**config.mk**
```make
export PLATFORM = sky130hd
export DESIGN_NAME = olt_core
export DESIGN_NICKNAME = d
export VERILOG_FILES = /design/src/inc/olt_pkg.sv /design/src/verilog/olt_core.sv /design/src/verilog/olt_interval_timer.sv
export SDC_FILE = /design/constraint.sdc
export NUM_CORES = 1
export LEC_CHECK = 0
export ABC_AREA = 1
export ABC_CLOCK_PERIOD_IN_PS = 5400
export BUFFER_PORTS_ARGS = -buffer_cell sky130_fd_sc_hd__buf_2
export CAP_MARGIN = 20
export CORE_MARGIN = 4
export CORE_UTILIZATION = 25
export DETAILED_ROUTE_END_ITERATION = 10
export MAX_ROUTING_LAYER = met4
export SYNTH_ARGS = -nofsm -noshare
export SYNTH_HDL_FRONTEND = slang
export SYNTH_SLANG_ARGS = --single-unit
```
**constraint.sdc**
```tcl
create_clock -name mclk -period 5.4 [get_ports mclk]
set_input_delay 0.54 -clock mclk [delete_from_list [all_inputs] [get_ports mclk]]
set_output_delay 0.54 -clock mclk [all_outputs]
set_load 0.005 [all_outputs]
```
**src/inc/olt_pkg.sv**
```systemverilog
// Purpose: shared constants for the overload current limit timer
// Assumes: 250 MHz mclk, synchronous comparator inputs
// Notes: times kept in ns, cycle counts derived from the clock rate
package olt_pkg;
    localparam int CLK_PERIOD_NS = 4;
    localparam int T_BURST_NS = 45000;
    localparam int T_HOLD_NS = 630000;
    localparam int BURST_CYC = T_BURST_NS / CLK_PERIOD_NS;
    localparam int HOLD_CYC = T_HOLD_NS / CLK_PERIOD_NS;
    // limit pin source codes, unit is 2.5 uA
    // 20 uA does not fit three bits, so code 0 stands for the doubled source
    localparam logic [2:0] SRC_QUARTER = 3'h1;
    localparam logic [2:0] SRC_NORMAL = 3'h4;
    localparam logic [2:0] SRC_DOUBLE = 3'h0;
    typedef enum logic [2:0] {
        OLT_BOOT = 3'b000,
        OLT_NORMAL = 3'b001,
        OLT_BURST1 = 3'b010,
        OLT_BURST2 = 3'b011,
        OLT_HOLD1X = 3'b100,
        OLT_LIMIT = 3'b101,
        OLT_LATCH = 3'b110
    } olt_state_t;
    localparam int ST_BITS = 3;
    localparam logic [7:0] IRQ_LIMIT_BIT = 8'h01;
endpackage

```
**src/verilog/olt_core.sv**
```systemverilog
// Purpose: timed overload manager choosing 1x or 2x peak current limit
// Assumes: comparator and voltage flags synchronous to mclk
// Notes: register port reaches status, mask and the read-only state
// Functional notes
// - every cycle the peak limit is enforced with the limit pin biased.
// - after power-up the limit stays 1x until boot level is reached.
// - while the reference slews after boot the source is doubled.
// - an overload while not slewing gives 2x for 45 us.
// - an overload shorter than 45 us allows one more within 630 us.
// - a further overload in the 630 us after the second enters limit.
// - overload past 45 us extends 2x to 90 us, then 1x for 630 us.
// - load above 1x beyond 90 us or above 2x enters current limit.
// - in current limit the top gate duty drops and soft-start drains.
// - limit holds until overload clears, or low output latches off.
// - below the output-good level the threshold is held at 1x.
// - entering limit turns top gate off for the rest of the cycle.
// - soft-start below 0.3 V cuts the source to a quarter.
module olt_core #(
    parameter int BURST_CYCLES = olt_pkg::BURST_CYC,
    parameter int HOLD_CYCLES = olt_pkg::HOLD_CYC
) (
    input wire logic mclk,
    input wire logic rst_n,
    input wire logic over_1x,
    input wire logic over_2x,
    input wire logic boot_voltage_level,
    input wire logic ref_slewing,
    input wire logic output_good_flag,
    input wire logic soft_start_low,
    input wire logic low_output_fault,
    input wire logic cycle_start,
    input wire logic [1:0] addr,
    input wire logic [7:0] wdata,
    input wire logic wr,
    input wire logic rd,
    output logic [7:0] rdata,
    output logic [2:0] limit_source_code,
    output logic top_gate_drive,
    output logic soft_start_discharge,
    output logic switcher_off,
    output logic irq
);
    localparam int TW = 20;
    localparam logic [1:0] A_STATUS = 2'h0;
    localparam logic [1:0] A_MASK = 2'h1;
    localparam logic [1:0] A_STATE = 2'h2;
    initial
    begin
        if (BURST_CYCLES < 2 || HOLD_CYCLES < 2 ||
            HOLD_CYCLES >= (1 << TW) || BURST_CYCLES >= (1 << TW))
            $error("olt_core: interval counts out of range");
    end

    olt_pkg::olt_state_t state_reg, state_next;
    logic booted_reg;
    logic tolerated_reg;
    logic ov_prev_reg;
    logic [7:0] status_reg, mask_reg;
    logic [7:0] status_ev;
    logic b_load, h_load, b_run, b_exp, h_run, h_exp;
    logic ov_rise;

    assign ov_rise = over_1x && !ov_prev_reg;

    // short window: 45 us burst timer
    olt_interval_timer #(.WIDTH(TW)) burst_tmr (
        .mclk(mclk),
        .rst_n(rst_n),
        .load(b_load),
        .load_val(TW'(BURST_CYCLES)),
        .stop(1'b0),
        .running(b_run),
        .expired(b_exp)
    );
    // long window: 630 us hold timer
    olt_interval_timer #(.WIDTH(TW)) hold_tmr (
        .mclk(mclk),
        .rst_n(rst_n),
        .load(h_load),
        .load_val(TW'(HOLD_CYCLES)),
        // window must keep running in normal so the next event is counted
        .stop(state_reg == olt_pkg::OLT_LIMIT),
        .running(h_run),
        .expired(h_exp)
    );

    always_ff @(posedge mclk or negedge rst_n)
    begin
        if (!rst_n)
            ov_prev_reg <= 1'b0;
        else
            ov_prev_reg <= over_1x;
    end

    always_ff @(posedge mclk or negedge rst_n)
    begin
        if (!rst_n)
            booted_reg <= 1'b0;
        else if (boot_voltage_level)
            booted_reg <= 1'b1;
    end

    always_comb
    begin
        state_next = state_reg;
        b_load = 1'b0;
        h_load = 1'b0;
        unique case (state_reg)
            olt_pkg::OLT_BOOT:
                if (booted_reg)
                    state_next = olt_pkg::OLT_NORMAL;
            olt_pkg::OLT_NORMAL:
                if (ov_rise && !ref_slewing && output_good_flag)
                begin
                    if (tolerated_reg && h_run)
                        state_next = olt_pkg::OLT_LIMIT;
                    else
                    begin
                        state_next = olt_pkg::OLT_BURST1;
                        b_load = 1'b1;
                    end
                end
            olt_pkg::OLT_BURST1:
                if (!over_1x)
                begin
                    state_next = olt_pkg::OLT_NORMAL;
                    h_load = 1'b1;
                end
                else if (b_exp)
                begin
                    state_next = olt_pkg::OLT_BURST2;
                    b_load = 1'b1;
                end
            olt_pkg::OLT_BURST2:
                // 2x stays until 90 us even if the overload ends earlier
                if (b_exp)
                begin
                    state_next = over_1x ? olt_pkg::OLT_LIMIT
                                         : olt_pkg::OLT_HOLD1X;
                    h_load = !over_1x;
                end
            olt_pkg::OLT_HOLD1X:
                if (over_1x)
                    state_next = olt_pkg::OLT_LIMIT;
                else if (h_exp)
                    state_next = olt_pkg::OLT_NORMAL;
            olt_pkg::OLT_LIMIT:
                if (low_output_fault)
                    state_next = olt_pkg::OLT_LATCH;
                else if (!over_1x)
                    state_next = olt_pkg::OLT_NORMAL;
            olt_pkg::OLT_LATCH:
                state_next = olt_pkg::OLT_LATCH;
            default:
                state_next = olt_pkg::OLT_BOOT;
        endcase
        // excess above 2x enters limit from any timed state
        if (over_2x && state_reg != olt_pkg::OLT_LATCH &&
            state_reg != olt_pkg::OLT_BOOT)
            state_next = olt_pkg::OLT_LIMIT;
        if (low_output_fault && state_reg != olt_pkg::OLT_BOOT)
            state_next = olt_pkg::OLT_LATCH;
    end

    always_ff @(posedge mclk or negedge rst_n)
    begin
        if (!rst_n)
            state_reg <= olt_pkg::OLT_BOOT;
        else
            state_reg <= state_next;
    end

    // second tolerated event arms the third-event check
    always_ff @(posedge mclk or negedge rst_n)
    begin
        if (!rst_n)
            tolerated_reg <= 1'b0;
        else if (state_reg == olt_pkg::OLT_BURST1 && !over_1x)
            tolerated_reg <= h_run;
        else if (h_exp || state_reg == olt_pkg::OLT_LIMIT)
            tolerated_reg <= 1'b0;
    end

    // source priority: soft-start low, then output-good, then 2x
    always_ff @(posedge mclk or negedge rst_n)
    begin
        if (!rst_n)
            limit_source_code <= olt_pkg::SRC_NORMAL;
        else if (soft_start_low)
            limit_source_code <= olt_pkg::SRC_QUARTER;
        else if (!output_good_flag || state_next == olt_pkg::OLT_BOOT)
            limit_source_code <= olt_pkg::SRC_NORMAL;
        else if (ref_slewing ||
                 state_next == olt_pkg::OLT_BURST1 ||
                 state_next == olt_pkg::OLT_BURST2)
            limit_source_code <= olt_pkg::SRC_DOUBLE;
        else
            limit_source_code <= olt_pkg::SRC_NORMAL;
    end

    // gate and soft-start outputs
    always_ff @(posedge mclk or negedge rst_n)
    begin
        if (!rst_n)
        begin
            top_gate_drive <= 1'b0;
            soft_start_discharge <= 1'b0;
            switcher_off <= 1'b0;
        end
        else
        begin
            switcher_off <= (state_next == olt_pkg::OLT_LATCH);
            soft_start_discharge <= (state_next == olt_pkg::OLT_LIMIT);
            if (state_next == olt_pkg::OLT_LATCH)
                top_gate_drive <= 1'b0;
            else if (state_next == olt_pkg::OLT_LIMIT &&
                     state_reg != olt_pkg::OLT_LIMIT)
                top_gate_drive <= 1'b0;
            else if (over_1x && state_next == olt_pkg::OLT_LIMIT)
                top_gate_drive <= 1'b0;
            else if (cycle_start)
                top_gate_drive <= 1'b1;
        end
    end

    always_comb
    begin
        status_ev = 8'h00;
        status_ev[0] = (state_next == olt_pkg::OLT_LIMIT) &&
                       (state_reg != olt_pkg::OLT_LIMIT);
        status_ev[1] = (state_next == olt_pkg::OLT_LATCH) &&
                       (state_reg != olt_pkg::OLT_LATCH);
        status_ev[2] = (state_next == olt_pkg::OLT_BURST1) &&
                       (state_reg != olt_pkg::OLT_BURST1);
    end

    // sticky status, write one to clear, set wins
    always_ff @(posedge mclk or negedge rst_n)
    begin
        if (!rst_n)
            status_reg <= 8'h00;
        else
            status_reg <= ((wr && addr == A_STATUS) ?
                           (status_reg & ~wdata) : status_reg) | status_ev;
    end

    always_ff @(posedge mclk or negedge rst_n)
    begin
        if (!rst_n)
            mask_reg <= 8'h00;
        else if (wr && addr == A_MASK)
            mask_reg <= wdata;
    end

    always_ff @(posedge mclk or negedge rst_n)
    begin
        if (!rst_n)
            irq <= 1'b0;
        else
            irq <= |(status_reg & mask_reg);
    end

    always_ff @(posedge mclk or negedge rst_n)
    begin
        if (!rst_n)
            rdata <= 8'h00;
        else if (rd)
        begin
            unique case (addr)
                A_STATUS: rdata <= status_reg;
                A_MASK: rdata <= mask_reg;
                A_STATE: rdata <= {3'h0, tolerated_reg, booted_reg,
                                   state_reg};
                default: rdata <= 8'h00;
            endcase
        end
        else
            rdata <= 8'h00;
    end

    limit_latches_a: assert property (@(posedge mclk) disable iff (!rst_n)
        state_reg == olt_pkg::OLT_LATCH |=> state_reg == olt_pkg::OLT_LATCH)
        else $error("latched-off state left");
    boot_holds_1x_a: assert property (@(posedge mclk) disable iff (!rst_n)
        state_reg == olt_pkg::OLT_BOOT && !booted_reg && !soft_start_low |=>
        limit_source_code == olt_pkg::SRC_NORMAL)
        else $error("boot not at 1x");
    pgood_low_1x_a: assert property (@(posedge mclk) disable iff (!rst_n)
        !output_good_flag && !soft_start_low |=>
        limit_source_code == olt_pkg::SRC_NORMAL)
        else $error("2x while output not good");
    ss_low_quarter_a: assert property (@(posedge mclk) disable iff (!rst_n)
        soft_start_low |=> limit_source_code == olt_pkg::SRC_QUARTER)
        else $error("source not cut at low soft-start");
    limit_gate_off_a: assert property (@(posedge mclk) disable iff (!rst_n)
        state_reg == olt_pkg::OLT_LIMIT && !$past(state_reg ==
        olt_pkg::OLT_LIMIT) |-> !top_gate_drive && soft_start_discharge)
        else $error("limit entry left gate on");
    over2x_limit_a: assert property (@(posedge mclk) disable iff (!rst_n)
        over_2x && !low_output_fault && state_reg != olt_pkg::OLT_BOOT &&
        state_reg != olt_pkg::OLT_LATCH |=>
        state_reg == olt_pkg::OLT_LIMIT)
        else $error("2x overload did not limit");
    burst_start_a: assert property (@(posedge mclk) disable iff (!rst_n)
        state_reg == olt_pkg::OLT_NORMAL && ov_rise && !ref_slewing &&
        output_good_flag && !tolerated_reg && !over_2x &&
        !low_output_fault |=> state_reg == olt_pkg::OLT_BURST1)
        else $error("overload did not start 2x window");
    fault_latch_a: assert property (@(posedge mclk) disable iff (!rst_n)
        low_output_fault && state_reg != olt_pkg::OLT_BOOT |=>
        state_reg == olt_pkg::OLT_LATCH ##1 switcher_off)
        else $error("low output fault not latched");
endmodule

```
**src/verilog/olt_interval_timer.sv**
```systemverilog
// Purpose: restartable down counter with expiry pulse
// Assumes: load wins over count
// Notes: used for the short and long overload windows
module olt_interval_timer #(
    parameter int WIDTH = 20
) (
    input wire logic mclk,
    input wire logic rst_n,
    input wire logic load,
    input wire logic [WIDTH-1:0] load_val,
    input wire logic stop,
    output logic running,
    output logic expired
);
    logic [WIDTH-1:0] cnt_reg;
    initial
    begin
        if (WIDTH < 2) $error("olt_interval_timer: WIDTH too small");
    end
    always_ff @(posedge mclk or negedge rst_n)
    begin
        if (!rst_n)
        begin
            cnt_reg <= '0;
            expired <= 1'b0;
        end
        else if (load)
        begin
            cnt_reg <= load_val;
            expired <= 1'b0;
        end
        else if (stop)
        begin
            cnt_reg <= '0;
            expired <= 1'b0;
        end
        else
        begin
            expired <= (cnt_reg == {{(WIDTH-1){1'b0}}, 1'b1});
            if (cnt_reg != '0)
                cnt_reg <= cnt_reg - 1'b1;
        end
    end
    assign running = (cnt_reg != '0);
endmodule
```
== Yosys cells after proc, flatten, opt, wreduce, memory -nomap -nowiden ==
Cells that the tools add are included.

* Equality and inequality tests: 17
* Mux-type cells: 42
* Reduce and logical (&&, ||, !) cells: 33
* Bitwise operators: 4
* Add/sub/neg operators: 2

{| class="wikitable"
|+ Operator list
! kind !! number
|-
| $mux W20 || 5
|-
| $mux W3 || 15
|-
| $eq A20 B1 Y1 const B || 2
|-
| $reduce_bool A20 Y1 || 2
|-
| $sub A20 B1 Y20 const B || 2
|-
| $pmux W8 S3 || 1
|-
| $pmux W3 S7 || 1
|-
| $and A8 B8 Y8 || 2
|-
| $mux W1 || 16
|-
| $mux W8 || 2
|-
| $eq A3 B3 Y1 const B || 5
|-
| $logic_and A1 B1 Y1 || 14
|-
| $eq A3 B2 Y1 const B || 4
|-
| $not A8 Y8 || 1
|-
| $or A8 B3 Y8 || 1
|-
| $reduce_or A8 Y1 || 1
|-
| $logic_not A3 Y1 || 2
|-
| $ne A3 B3 Y1 const B || 2
|-
| $reduce_bool A3 Y1 || 2
|-
| $logic_not A1 Y1 || 4
|-
| $logic_or A1 B1 Y1 || 4
|-
| $pmux W1 S2 || 2
|-
| $reduce_bool A2 Y1 || 2
|-
| $reduce_bool A4 Y1 || 1
|-
| 5 further kinds || 5
|}

* Register bits: 79
* Word-level logic and storage cells: 114
* Input port bits: 22

== Longest topological paths before layout ==
Gate-level depths: netlist (run 1).

* Depth in word-level cells: 14
* Depth in mapped cells: 14

== By module ==
Synthesis (run 1) repeated with hierarchy kept, for this count alone.

* Cell total of the unflattened synthesis: 633
* Area total of the unflattened synthesis: 4793.3 um^2

{| class="wikitable"
|+ Modules (own cells, without submodules)
! module !! times used !! area each (um^2) !! cells each
|-
| olt_interval_timer || 2 || 1541.5 || 211
|-
| olt_core || 1 || 1710.4 || 211
|}

== Worst setup path after synthesis (run 1) ==
OpenSTA, ideal clock, no wires.

* Kind: reg2reg
* Start: register burst_tmr.cnt_reg[0]
* End: register burst_tmr.cnt_reg[11]
* Setup time: 127 ps
* Arrival time: 1617 ps
* Required time: 5273 ps
* Period minus slack after synthesis: 1744 ps
* Path slack: 3656 ps
* Cell stages (with the launch flop): 14
* Cell sequence: dfrtp_1 -> inv_1 -> ha_1 -> nand2_2 -> nor2_1 -> inv_1 -> nor2_1 -> inv_1 -> nor2_4 -> nand2_2 -> nand2_1 -> inv_1 -> nand3b_1 -> nand3_1

* Cells in the longest elaborated chain, start to end: 3

{| class="wikitable"
|+ RTL lines
! element !! line !! RTL
|-
| start: declaration || olt_interval_timer.sv:15 || <nowiki>logic [WIDTH-1:0] cnt_reg;</nowiki>
|-
| start signal: assignment || olt_interval_timer.sv:29 || <nowiki>cnt_reg <= load_val;</nowiki>
|-
| start signal: assignment || olt_interval_timer.sv:41 || <nowiki>cnt_reg <= cnt_reg - 1'b1;</nowiki>
|-
| $sub A20 B1 Y20 || olt_interval_timer.sv:41 ||
|-
| $mux W20 || olt_interval_timer.sv:40 || <nowiki>if (cnt_reg != '0)</nowiki>
|-
| $mux W20 || olt_interval_timer.sv:27 || <nowiki>else if (load)</nowiki>
|}

Parallel ways exist; a longest one is shown, timed or not. The select of a mux whose other input is x is not followed.
A chain may end at the register's enable or synchronous reset.

== Worst setup path after layout (run 1) ==
* Start: register hold_tmr.cnt_reg[0]
* End: register burst_tmr.cnt_reg[11]

* Cells in the longest elaborated chain, start to end: 6

{| class="wikitable"
|+ RTL lines
! element !! line !! RTL
|-
| start: declaration || olt_interval_timer.sv:15 ||
|-
| start signal: assignment || olt_interval_timer.sv:29 ||
|-
| start signal: assignment || olt_interval_timer.sv:41 ||
|-
| $reduce_bool A20 Y1 * || olt_interval_timer.sv:44 || <nowiki>assign running = (cnt_reg != '0);</nowiki>
|-
| $logic_and A1 B1 Y1 * || olt_core.sv:115 || <nowiki>if (tolerated_reg && h_run)</nowiki>
|-
| $mux W1 * || olt_core.sv:115 ||
|-
| $mux W1 * || olt_core.sv:113 || <nowiki>if (ov_rise && !ref_slewing && output_good_flag)</nowiki>
|-
| $pmux W1 S2 * || olt_core.sv:108 || <nowiki>unique case (state_reg)</nowiki>
|-
| $mux W20 / $reduce_bool A2 Y1 (equally long branches) || -- ||
|}

Mark *: on every way between the ends. The rest lies on a longest branch, timed or not.

==> results of run 1 <==
==> metrics by stage <==
step	hold WS (ps)	setup slack (ps)	utilization (%)
6_report	82.0	3320	29.9
5_1_grt	83.7	3140	29.9
4_1_cts	328	3330	29.8
3_5_place_dp	493	3340	28.0
3_3_place_gp	482	3410	28.0
2_1_floorplan	244	3660	-
==> worst min-delay path by stage <==
stage	startpoint	endpoint	slack (ps)	cells after the start
finish	rst_n	switcher_off	80	1
global route	rst_n	switcher_off	80	1
CTS	soft_start_low	limit_source_code[2]	330	2
detailed placement	hold_tmr.cnt_reg[0]	hold_tmr.cnt_reg[0]	490	1
global placement	hold_tmr.cnt_reg[0]	hold_tmr.cnt_reg[0]	480	1
floorplan	rst_n	booted_reg	240	0
==> layer usage <==
layer | vias to the layer above | GRT usage, % | wire [um]
met3 | 10 | 2.26 | 507
li1 | 1696 | - | -
met4 | 0 | 4.43 | 136
met5 | - | - | 0
met1 | 1514 | 14.6 | 4550
met2 | 67 | 16.9 | 4190
==> critical path: cells and delay by family (launching register included) <==
kind            cells  cell delay [ps]
simple gates        8              780
flops               1              390
compound gates      1              390
fa+ha+maj           1              210
buf+inv             2              170
==> cell type report <==
| type | count | area, sq um |
|---|---|---|
| repair buffers | 36 | 205 |
| inverters | 72 | 270 |
| clock buffers | 11 | 243 |
| multi-input cells | 344 | 1950 |
| well taps | 220 | 275 |
| flip-flops and latches | 78 | 1950 |
| clock inverters | 4 | 47.5 |
| fillers | 1717 | 11600 |
==> kinds of logic after synthesis <==
kind of cell | after synthesis | synth area share [%]
compound gates | 66 | 9.59
other cells | 1 | 0.0893
xor+xnor | 25 | 5.21
simple gates | 242 | 28.8
mux | 5 | 1.34
flops | 78 | 46.5
fa+ha+maj | 5 | 1.49
buf+inv | 76 | 7.00
==> power breakdown <==
group	total (W)	switching (W)	internal, W
clock	0.000590	0.000224	0.000366
combinational	0.000682	0.000419	0.000263
sequential	0.000892	0.000158	0.000733
total	0.00216	0.000801	0.00136
==> cell usage in the layout (no fill, tap or decap), types with 3 or more instances in the layout <==
cell,instances
o21ai_0,21
inv_1,64
nand2_2,5
ha_1,5
inv_2,8
nand4_1,5
nor4_1,3
nor2_4,7
a21oi_1,19
o211ai_1,3
a21oi_2,3
nor4_2,3
mux2_2,5
nand2_1,90
o31ai_1,3
xor2_1,17
nand3b_1,3
nand3_1,33
dfrtp_1,77
nor3_1,9
buf_2,34
clkbuf_16,9
xnor2_1,8
a21boi_0,3
nor2_2,9
nor2_1,57
nand3_2,6
or2_2,4
o21ai_1,7
==> summary.txt, run 1 <==
Final wirelength = 9380 um
Max_cap viols = 0
Residual DRC = 0
Critical Path Start Type = flop
CP peak stage delay = 390 ps
Post-DP HPWL = 7010 um
Max Freq = 481 MHz
RSZ-0062 raised after global routing = false
Clk slew on worst S/H paths = 60 ps
Post-synthesis cell area = 4200 sq um
DP Area = 4630 sq um
#FFs+latches synth = 78
CTS tree = yes
Vias in the first global route = 3334
Max-slew violations = 0
GRT overflow = 0
FP Rows = 47
CTS max path bufs = 2
NumNets Final = 568
Post-synth EDFFs = 0
Post-synthesis sequential area ratio = 46.5%
Critical path class = flop to flop
Yosys top cell by area = dfrtp_1
Critical path, cell by cell = inv_1, ha_1, nand2_1, nor2_4, nand3_4, nand2_4, a21boi_4, nand2_2, nand2_1, inv_1, nand3b_1, nand3_1
Worst-Skew Late Latency = 330 ps
Antenna violations before repair = 0
I/O Buffers = 35
Finished layout cell area = 4950 sq um
Async S/R FF share, synth = 100%
First-pass GRT wire length = 16300 um
Vias = 3287
Most frequent cells after synthesis = nand2_1 (90), dfrtp_1 (77), inv_1 (64)
Reg-to-reg setup timing slack = 3320 ps
CTS Sinks = 78
Final period util = 38.5%
Distinct cells, synth = 42
FF-to-FF Start = hold_tmr.cnt_reg[0]
FF-to-FF path depth = 12
Syn. warnings = 0
Mapped Cells = 498
# resized after CTS = 0
Final total power = 0.00216 W
Setup crit end kind = flop
Critical path fanouts, max = 14
Post-CTS Hold Fix Bufs = 0
Crit path required time = 5590 ps
Fin crit period = 2080 ps
Drt wl/cell = 12.3 um
Sum Neg Setup Slack = 0 ps
Cts bufs inserted = 9
Final setup violation count = 0
Max rail drop VDD = 0.159 mV
Drt first pass iters = 4
Main synth FF type = dfrtp_1
Largest net degree at the start of global routing = 79
Worst Clk Skew = 6.86 ps
Worst-margin pin slew = 606 ps
Initial Util = 25.4%
CP endpoint = burst_tmr.cnt_reg[11]
Crit path DAT = 2270 ps
Crit path from = hold_tmr.cnt_reg[0]
Worst reg2reg endpoint = burst_tmr.cnt_reg[11]
Chip height = 138 um
Top-area cell type share of the netlist area = 45.9%
Synth area leaders = dfrtp_1 (46%), nand2_1 (8.0%), inv_1 (5.7%), nor2_1 (5.1%), nand3_1 (3.9%)
Detailed-route vias per instance = 4.30
Post-Syn Nets = 525
Placeable Area = 16500 sq um
Routed Antenna Nets = 0
Syn Area/Cell = 8.43 sq um
Die ar. = 18900 sq um
ANT cells = 0
Pwr per Cell Area = 437 nW/um^2
Slew headroom = 59.3%
DR iter-0 viols = 178
# placed instances = 749
Non-filler cells, final = 765
Static leakage = 2.37 nW
Post-CTS setup buffer count = 0
Min-delay worst type = input port to async pin
I/O pin count = 37
H-tree depth = 3
Clk root buf = clkbuf_16
Die width = 138 um
Synth-to-Final Area Change = 17.8%
Crit-path slowest cell = dfrtp_1
Status = finished, final reports clean
Final Hold Vio Count = 0
Ratio of cells with drive above 1 in the final layout = 20.0%
Total track usage = 11.1%
Cell with the most instances after synthesis = nand2_1
Gpl congestion = 0.865
(Power assumes the default switching activity.)
==> run 2: changes to the inputs <==
--- a/config.mk
+++ b/config.mk
@@ -5,8 +5,8 @@
 export SDC_FILE = /design/constraint.sdc
 export NUM_CORES = 1
 export LEC_CHECK = 0
-export ABC_AREA = 1
-export ABC_CLOCK_PERIOD_IN_PS = 5400
+export ABC_AREA = 0
+export ABC_CLOCK_PERIOD_IN_PS = 1900
 export BUFFER_PORTS_ARGS = -buffer_cell sky130_fd_sc_hd__buf_2
 export CAP_MARGIN = 20
 export CORE_MARGIN = 4
==> constraint.sdc (replaced) <==
create_clock -name mclk -period 1.9 [get_ports mclk]
set_input_delay 0.19 -clock mclk [delete_from_list [all_inputs] [get_ports mclk]]
set_output_delay 0.19 -clock mclk [all_outputs]
set_load 0.005 [all_outputs]
==> run 2 against run 1 <==
The flow now finishes with violations (negative setup slack). Cell count fell by 0.52%. Combinational power rose to 5.9 times the previous value. Die area fell by 6.0%. Clock skew rose by 5.2 ps. Sequential power rose to 2.9 times the previous value. Global-route usage rose by 1.4 points. Synthesized cell count fell by 22%. Via count rose by 7.4%. Setup slack got worse by 3600 ps. Power rose to 3.9 times the previous value.
==> summary.txt, run 2 <==
Gpl congestion = 0.802 (was 0.865)
Initial Util = 25.7% (was 25.4%)
I/O pin count = 37 (unchanged)
Die width = 133 um (was 138 um)
FF-to-FF path depth = 7 (was 12)
Largest net degree at the start of global routing = 41 (was 79)
Placeable Area = 15300 sq um (was 16500 sq um)
Final setup margin = -317 ps (was 3320 ps)
Routed Antenna Nets = 0 (unchanged)
CTS tree = yes (unchanged)
Crit path from = burst_tmr.cnt_reg[4] (was hold_tmr.cnt_reg[0])
FILL cells = 1472 (was 1717)
Crit-path slowest cell = or4_4 (was dfrtp_1)
Max Freq = 451 MHz (was 481 MHz)
Worst Clk Skew = 12.1 ps (was 6.86 ps)
Leading cell types in the layout, fill and taps excluded = buf_4 (111), dfrtp_1 (73), buf_2 (34), nor2_1 (33), nand2_1 (27) (was nand2_1 (90), dfrtp_1 (77), inv_1 (64), nor2_1 (57), buf_2 (34))
FF-to-FF Start = burst_tmr.cnt_reg[4] (was hold_tmr.cnt_reg[0])
First-pass GRT wire length = 17900 um (was 16300 um)
Final Hold Slack = 22.2 ps (was 82.0 ps)
GRT overflow = 0 (unchanged)
Post-synthesis cell area = 3930 sq um (was 4200 sq um)
Final period util = 117% (was 38.5%)
Distinct cells, synth = 64 (was 42)
DP Worst Slack = -326 ps (was 3340 ps)
Critical Path Start Type = flop (unchanged)
Crit path DAT = 2450 ps (was 2270 ps)
Post-synth EDFFs = 0 (unchanged)
Mapped Cells = 386 (was 498)
Syn Area/Cell = 10.2 sq um (was 8.43 sq um)
Synth Area in Simple Gates = 23.0% (was 28.8%)
Die ar. = 17800 sq um (was 18900 sq um)
Largest family of logic cells by synthesized area = simple AND/OR/NAND/NOR gates (unchanged)
Final Hold Vio Count = 0 (unchanged)
ANT cells = 0 (unchanged)
Sw Share = 34.8% (was 37.0%)
Cts bufs inserted = 9 (unchanged)
CTS max path bufs = 2 (unchanged)
Synth area leaders = dfrtp_1 (49%), xnor2_1 (5.8%), nor2_1 (3.8%), nand2_1 (3.0%), o21ai_0 (2.7%) (was dfrtp_1 (46%), nand2_1 (8.0%), inv_1 (5.7%), nor2_1 (5.1%), nand3_1 (3.9%))
Syn. warnings = 0 (unchanged)
Post-layout util = 40.7% (was 29.9%)
Failing checks = negative setup slack
Switching power = 0.00294 W (was 0.000801 W)
Adder-cell share of the synthesized area = 1.59% (was 1.49%)
Pint = 0.00551 W (was 0.00136 W)
NumNets Final = 572 (was 568)
Post-synthesis sequential area ratio = 49.7% (was 46.5%)
Main synth FF type = dfrtp_1 (unchanged)
Pwr per Cell Area = 1360 nW/um^2 (was 437 nW/um^2)
Multiplexer share of the synthesized area = 4.33% (was 1.34%)
Vias in the first global route = 3715 (was 3334)
Residual DRC = 0 (unchanged)
Reg-to-reg setup timing slack = -320 ps (was 3320 ps)
Min-delay worst type = input port to flop (was input port to async pin)
Top-area cell type share of the netlist area = 49.0% (was 45.9%)
Combinational power share = 47.2% (was 31.5%)
Yosys top cell by area = dfrtp_1 (unchanged)
Clk slew on worst S/H paths = 70 ps (was 60 ps)
FP Rows = 45 (was 47)
Max-slew violations = 0 (unchanged)
Detailed-route vias per instance = 4.64 (was 4.30)
CTS Sinks = 78 (unchanged)
#FFs+latches synth = 78 (unchanged)
Clock network power share = 22.6% (was 27.3%)
Final wirelength = 11300 um (was 9380 um)
Sequential share of power = 30.2% (was 41.2%)
Ratio of cells with drive above 1 in the final layout = 49.8% (was 20.0%)
Drt first pass iters = 4 (unchanged)
Drt wl/cell = 14.8 um (was 12.3 um)
Compound-Gate Fraction of Synth Area = 12.1% (was 9.59%)
Most frequent cells after synthesis = dfrtp_1 (77), nor2_1 (40), nand2_1 (31) (was nand2_1 (90), dfrtp_1 (77), inv_1 (64))
Fin crit period = 2220 ps (was 2080 ps)
Worst-margin pin slew = 747 ps (was 606 ps)
RSZ-0062 raised after global routing = true (was false)
Antenna violations before repair = 0 (unchanged)
Final setup violation count = 27 (was 0)
Synth-to-Final Area Change = 58.3% (was 17.8%)
Vias = 3529 (was 3287)
Critical path class = flop to flop (unchanged)
Commonest non-fill, non-tap cell in the layout = buf_4 (was nand2_1)
H-tree depth = 3 (unchanged)
Total track usage = 12.6% (was 11.1%)
Async S/R FF share, synth = 100% (unchanged)
Static leakage = 2.70 nW (was 2.37 nW)
Chip height = 133 um (was 138 um)
I/O Buffers = 35 (unchanged)
Status = complete, but fails checks (was finished, final reports clean)
CP endpoint = burst_tmr.cnt_reg[4] (was burst_tmr.cnt_reg[11])
Critical path fanouts, max = 3 (was 14)
Worst reg2reg endpoint = burst_tmr.cnt_reg[4] (was burst_tmr.cnt_reg[11])
Post-Syn Nets = 413 (was 525)
Max_cap viols = 0 (unchanged)
Xor/xnor cell area share of the yosys netlist = 6.90% (was 5.21%)
Critical path, cell by cell = or4_4, or3_4, nor4_4, buf_4, nor2_2, xnor2_1, nand2_1 (was inv_1, ha_1, nand2_1, nor2_4, nand3_4, nand2_4, a21boi_4, nand2_2, nand2_1, inv_1, nand3b_1, nand3_1)
Hold depth = 2
DR iter-0 viols = 183 (was 178)
CP peak stage delay = 580 ps (was 390 ps)
Cell with the most instances after synthesis = dfrtp_1 (was nand2_1)
Crit path required time = 2130 ps (was 5590 ps)
Setup crit end kind = flop (unchanged)
Clk root buf = clkbuf_16 (unchanged)
Post-DP HPWL = 7460 um (was 7010 um)
Slew headroom = 50.0% (was 59.3%)
Sum Neg Setup Slack = -3780 ps (was 0 ps)
Max rail drop VDD = 0.548 mV (was 0.159 mV)
Worst-Skew Late Latency = 340 ps (was 330 ps)
==> run 2: cells by family (layout without fill, tap and decap cells) <==
group,Yosys count,after routing
fa+ha+maj,5,5
xor+xnor,31,31
mux,16,16
flops,78,78
other cells,1,1
buf+inv,23,186
simple gates,164,164
compound gates,68,69
==> run 2: power groups by stage <==
stage	combinational, W	clock, W	sequential, W
finish	0.00399	0.00191	0.00256
global route	0.00433	0.00200	0.00262
CTS	0.00341	0.00194	0.00253
detailed placement	0.00295	0	0.00251
global placement	0.00287	0	0.00249
floorplan	0.00150	0	0.00249
==> run 2: metal layers <==
layer / GRT usage, % / share of wire (%)
met5: - / 0
met4: 4.11 / 1.2
met3: 2.45 / 2.7
met2: 21.0 / 51
met1: 15.4 / 45
==> run 2: worst min path at each step <==
stage               slack [ps]              from                    to
floorplan                 -110             rst_n            booted_reg
global placement           190             rst_n              rdata[6]
detailed placement         200             rst_n              rdata[6]
CTS                          8  output_good_flag  limit_source_code[2]
global route                30  output_good_flag  limit_source_code[2]
finish                      20  output_good_flag  limit_source_code[2]
==> run 2: through the flow <==
stage          cells  area [sq um]  total power, W
2_1_floorplan    386          4060         0.00399
6_report         761          6230         0.00845
4_1_cts          742          5800         0.00788
5_1_grt          761          6230         0.00895
3_3_place_gp     706          5100         0.00536
3_5_place_dp     706          5100         0.00546
==> run 2: what timing repair did <==
action,4_1_cts,5_1_grt
resized for setup,46,60
setup endpoints to repair,38,49
setup buffers,18,20
pin swaps,19,46
hold buffers,2,0
cloned,0,1
endpoints found under the hold margin,39,0
==> run 2: worst max-delay path, delay by kind of cell, from the launching register on <==
kind | cells | cell delay (ps)
buffers and inverters | 1 | 190
DFF | 1 | 380
xor gates and xnor gates | 1 | 150
and+or+nand+nor | 5 | 1400
==> run 2: final cells by class <==
type / count / area (sq um) / share of cell area [%]
inverter: 7 / 26.3 / 0.422
clock buffer: 10 / 239 / 3.84
tap: 211 / 264 / 4.24
multi-input combinational: 286 / 2430 / 39.1
clock inverter: 6 / 92.6 / 1.49
timing repair buffer: 163 / 1210 / 19.5
sequential: 78 / 1960 / 31.5
==> run 3: changes to the inputs <==
--- a/config.mk
+++ b/config.mk
@@ -8,11 +8,11 @@
 export ABC_AREA = 0
 export ABC_CLOCK_PERIOD_IN_PS = 1900
 export BUFFER_PORTS_ARGS = -buffer_cell sky130_fd_sc_hd__buf_2
-export CAP_MARGIN = 20
 export CORE_MARGIN = 4
 export CORE_UTILIZATION = 25
 export DETAILED_ROUTE_END_ITERATION = 10
 export MAX_ROUTING_LAYER = met4
 export SYNTH_ARGS = -nofsm -noshare
 export SYNTH_HDL_FRONTEND = slang
+export SYNTH_HIERARCHICAL = 1
 export SYNTH_SLANG_ARGS = --single-unit
==> run 3 against run 2 <==
Routed wire length up 2.4%. Largest cell class unchanged. Clock power down 12%. Clock skew down 6.1 ps. Sequential power down 3%. Global-route usage down 0.22 points. Critical path depth up 4. The run still ends with negative setup slack left. Register-to-register slack worse by 430 ps. Flip-flop and latch count unchanged.
==> summary.txt, run 3 <==
Leading cell types in the layout, fill and taps excluded = buf_4 (85), dfrtp_1 (76), nand2_1 (48), conb_1 (45), buf_2 (34) (was buf_4 (111), dfrtp_1 (73), buf_2 (34), nor2_1 (33), nand2_1 (27))
Cell family with most CP delay = simple AND/OR/NAND/NOR gates (unchanged)
Clk root buf = clkbuf_16 (unchanged)
Largest net degree at the start of global routing = 61 (was 41)
Crit path DAT = 2880 ps (was 2450 ps)
Syn Area/Cell = 9.71 sq um (was 10.2 sq um)
CTS max path bufs = 2 (unchanged)
Async S/R FF share, synth = 100% (unchanged)
Drt first pass iters = 4 (unchanged)
CP peak stage delay = 560 ps (was 580 ps)
First-pass GRT wire length = 19600 um (was 17900 um)
Routed Antenna Nets = 0 (unchanged)
FILL cells = 1647 (was 1472)
CTS Sinks = 78 (unchanged)
Residual DRC = 0 (unchanged)
Detailed-route vias per instance = 4.72 (was 4.64)
Max Freq = 378 MHz (was 451 MHz)
Yosys top cell by area = dfrtp_1 (unchanged)
Antenna violations before repair = 0 (unchanged)
Post-synth EDFFs = 0 (unchanged)
Cts bufs inserted = 9 (unchanged)
Pwr per Cell Area = 1440 nW/um^2 (was 1360 nW/um^2)
Min-delay worst type = input port to flop (unchanged)
Post-synthesis sequential area ratio = 44.9% (was 49.7%)
Synth area leaders = dfrtp_1 (44%), nand2_1 (4.4%), o21ai_0 (3.6%), mux2i_1 (3.2%), xnor2_1 (3.2%) (was dfrtp_1 (49%), xnor2_1 (5.8%), nor2_1 (3.8%), nand2_1 (3.0%), o21ai_0 (2.7%))
Drt wl/cell = 13.7 um (was 14.8 um)
DR iter-0 viols = 170 (was 183)
CP Buf/Inv Count = 3 (was 1)
Placeable Area = 16800 sq um (was 15300 sq um)
Top-area cell type share of the netlist area = 44.3% (was 49.0%)
Synth-to-Final Area Change = 47.6% (was 58.3%)
Mapped Cells = 448 (was 386)
Max-slew violations = 0 (unchanged)
Sum Neg Setup Slack = -21610 ps (was -3780 ps)
CTS tree = yes (unchanged)
Commonest non-fill, non-tap cell in the layout = buf_4 (unchanged)
Final setup margin = -744 ps (was -317 ps)
Crit path required time = 2140 ps (was 2130 ps)
GRT overflow = 0 (unchanged)
Critical path class = flop to flop (unchanged)
Final total power = 0.00922 W (was 0.00845 W)
Failing checks = negative setup slack (unchanged)
Chip height = 140 um (was 133 um)
Critical Path Start Type = flop (unchanged)
Syn. warnings = 6 (was 0)
Cell with the most instances after synthesis = dfrtp_1 (unchanged)
Setup crit end kind = flop (unchanged)
Max rail drop VDD = 0.579 mV (was 0.548 mV)
Vias = 3969 (was 3529)
Distinct cells, synth = 69 (was 64)
Total track usage = 12.4% (was 12.6%)
Final wirelength = 11500 um (was 11300 um)
Post-DP HPWL = 8310 um (was 7460 um)
Main synth FF type = dfrtp_1 (unchanged)
FP Rows = 47 (was 45)
Final setup violation count = 46 (was 27)
#FFs+latches synth = 78 (unchanged)
Clk slew on worst S/H paths = 70 ps (about the same)
Max_cap viols = 0 (unchanged)
Most frequent cells after synthesis = dfrtp_1 (77), nand2_1 (51), nor2_1 (35) (was dfrtp_1 (77), nor2_1 (40), nand2_1 (31))
Final Hold Vio Count = 0 (unchanged)
Status = complete, but fails checks (unchanged)
NumNets Final = 644 (was 572)
DP Worst Slack = -921 ps (was -326 ps)
Crit-path slowest cell = or4_4 (unchanged)
ANT cells = 0 (unchanged)
Gpl congestion = 0.856 (was 0.802)
Die ar. = 19600 sq um (was 17800 sq um)
I/O pin count = 37 (unchanged)
Worst-Skew Late Latency = 340 ps (about the same)
H-tree depth = 3 (unchanged)
Critical path fanouts, max = 5 (was 3)
Worst Clk Skew = 6.00 ps (was 12.1 ps)
Post-layout util = 38.1% (was 40.7%)
Die width = 140 um (was 133 um)
Initial Util = 25.9% (was 25.7%)
Post-synthesis cell area = 4350 sq um (was 3930 sq um)
Vias in the first global route = 4063 (was 3715)
Final period util = 139% (was 117%)
Ratio of cells with drive above 1 in the final layout = 39.8% (was 49.8%)
Fin crit period = 2640 ps (was 2220 ps)
I/O Buffers = 35 (unchanged)
Critical path, cell by cell = or4_4, nor4b_4, and2_4, inv_4, buf_6, nand4b_4, nor4_4, a311oi_4, and3_4, inv_2, o41ai_2 (was or4_4, or3_4, nor4_4, buf_4, nor2_2, xnor2_1, nand2_1)
Static leakage = 2.95 nW (was 2.70 nW)
RSZ-0062 raised after global routing = true (unchanged)
run 3: changes by cell type in the layout (fill, tap and decap cells not counted), moves of 5 or more:
cell,delta
nand2_1,+21
mux2i_1,+6
nor4_4,-5
or3_4,-5
inv_1,+8
xnor2_1,-9
o41ai_2,+6
a21oi_2,+6
o21ai_2,+9
o21ai_1,+5
conb_1,+44
buf_4,-26
a21oi_1,+9
run 3: worst paths after layout:
kind                                   endpoint           startpoint  slack [ps]  cells past startpoint
max in group asynchronous          state_reg[1]                rst_n        1020                      3
max reg2reg                       status_reg[2]  hold_tmr/cnt_reg[7]        -740                     11
min in group asynchronous  soft_start_discharge                rst_n         280                      2
min                                  booted_reg   boot_voltage_level          40                      2
min reg2reg                       status_reg[1]        status_reg[1]         540                      1
max                               status_reg[2]  hold_tmr/cnt_reg[7]        -740                     11
run 3: cell type report:
type / instances / area [sq um] / share of cell area [%]
clock buffers: 9 / 225 / 3.51
clock inverters: 7 / 62.6 / 0.975
inverters: 15 / 61.3 / 0.956
multi-input cells: 378 / 2850 / 44.3
flip-flops and latches: 78 / 1950 / 30.5
well taps: 220 / 275 / 4.29
repair buffers: 134 / 992 / 15.5
run 3: logic make-up (layout without fill, tap and decap cells):
logic type,Yosys count,in the layout,share of synthesized area [%]
adder cells (fa/ha/maj),6,6,1.73
flip-flops,78,78,44.9
buffers and inverters,35,165,3.42
AND/OR/NAND/NOR,177,177,22.4
other,2,45,0.173
XOR/XNOR,18,18,3.63
AO/OA/AOI/OAI,110,110,18.4
multiplexers,22,22,5.29
run 3: worst register-to-register path, stage by stage, from the launching register on:
cell,delay [ps]
dfrtp_1,380
or4_4,560
nor4b_4,290
and2_4,200
inv_4,30
buf_6,130
nand4b_4,90
nor4_4,50
a311oi_4,240
and3_4,230
inv_2,50
o41ai_2,300
run 3: what timing repair did:
action / in CTS / in global routing
hold buffers: 2 / 0
pin swaps: 14 / 31
setup endpoints to repair: 53 / 53
setup buffers: 7 / 4
endpoints found under the hold margin: 19 / 0
gates resized for setup: 48 / 52
run 3: power by group:
group	switching (W)	leakage, nW	internal, W	total (W)
sequential	0.000332	1.00	0.00215	0.00248
combinational	0.00254	1.81	0.00252	0.00506
clock	0.000771	0.139	0.000913	0.00168
total	0.00364	2.95	0.00558	0.00922
run 3: metal layers:
layer  wire length [um]  share of wire (%)  track usage, %
met5                  0                  0               -
met4                176                1.5            4.08
met3                439                3.8            2.68
met2               5810                 50            20.0
met1               5100                 44            15.4
run 3: stage by stage:
stage	cell area [sq um]	cells	hold slack, ps
floorplan	4650	491	-106
global placement	5650	815	91.6
detailed placement	5650	815	94.8
CTS	6210	839	25.0
global route	6420	841	25.5
finish	6420	841	35.8
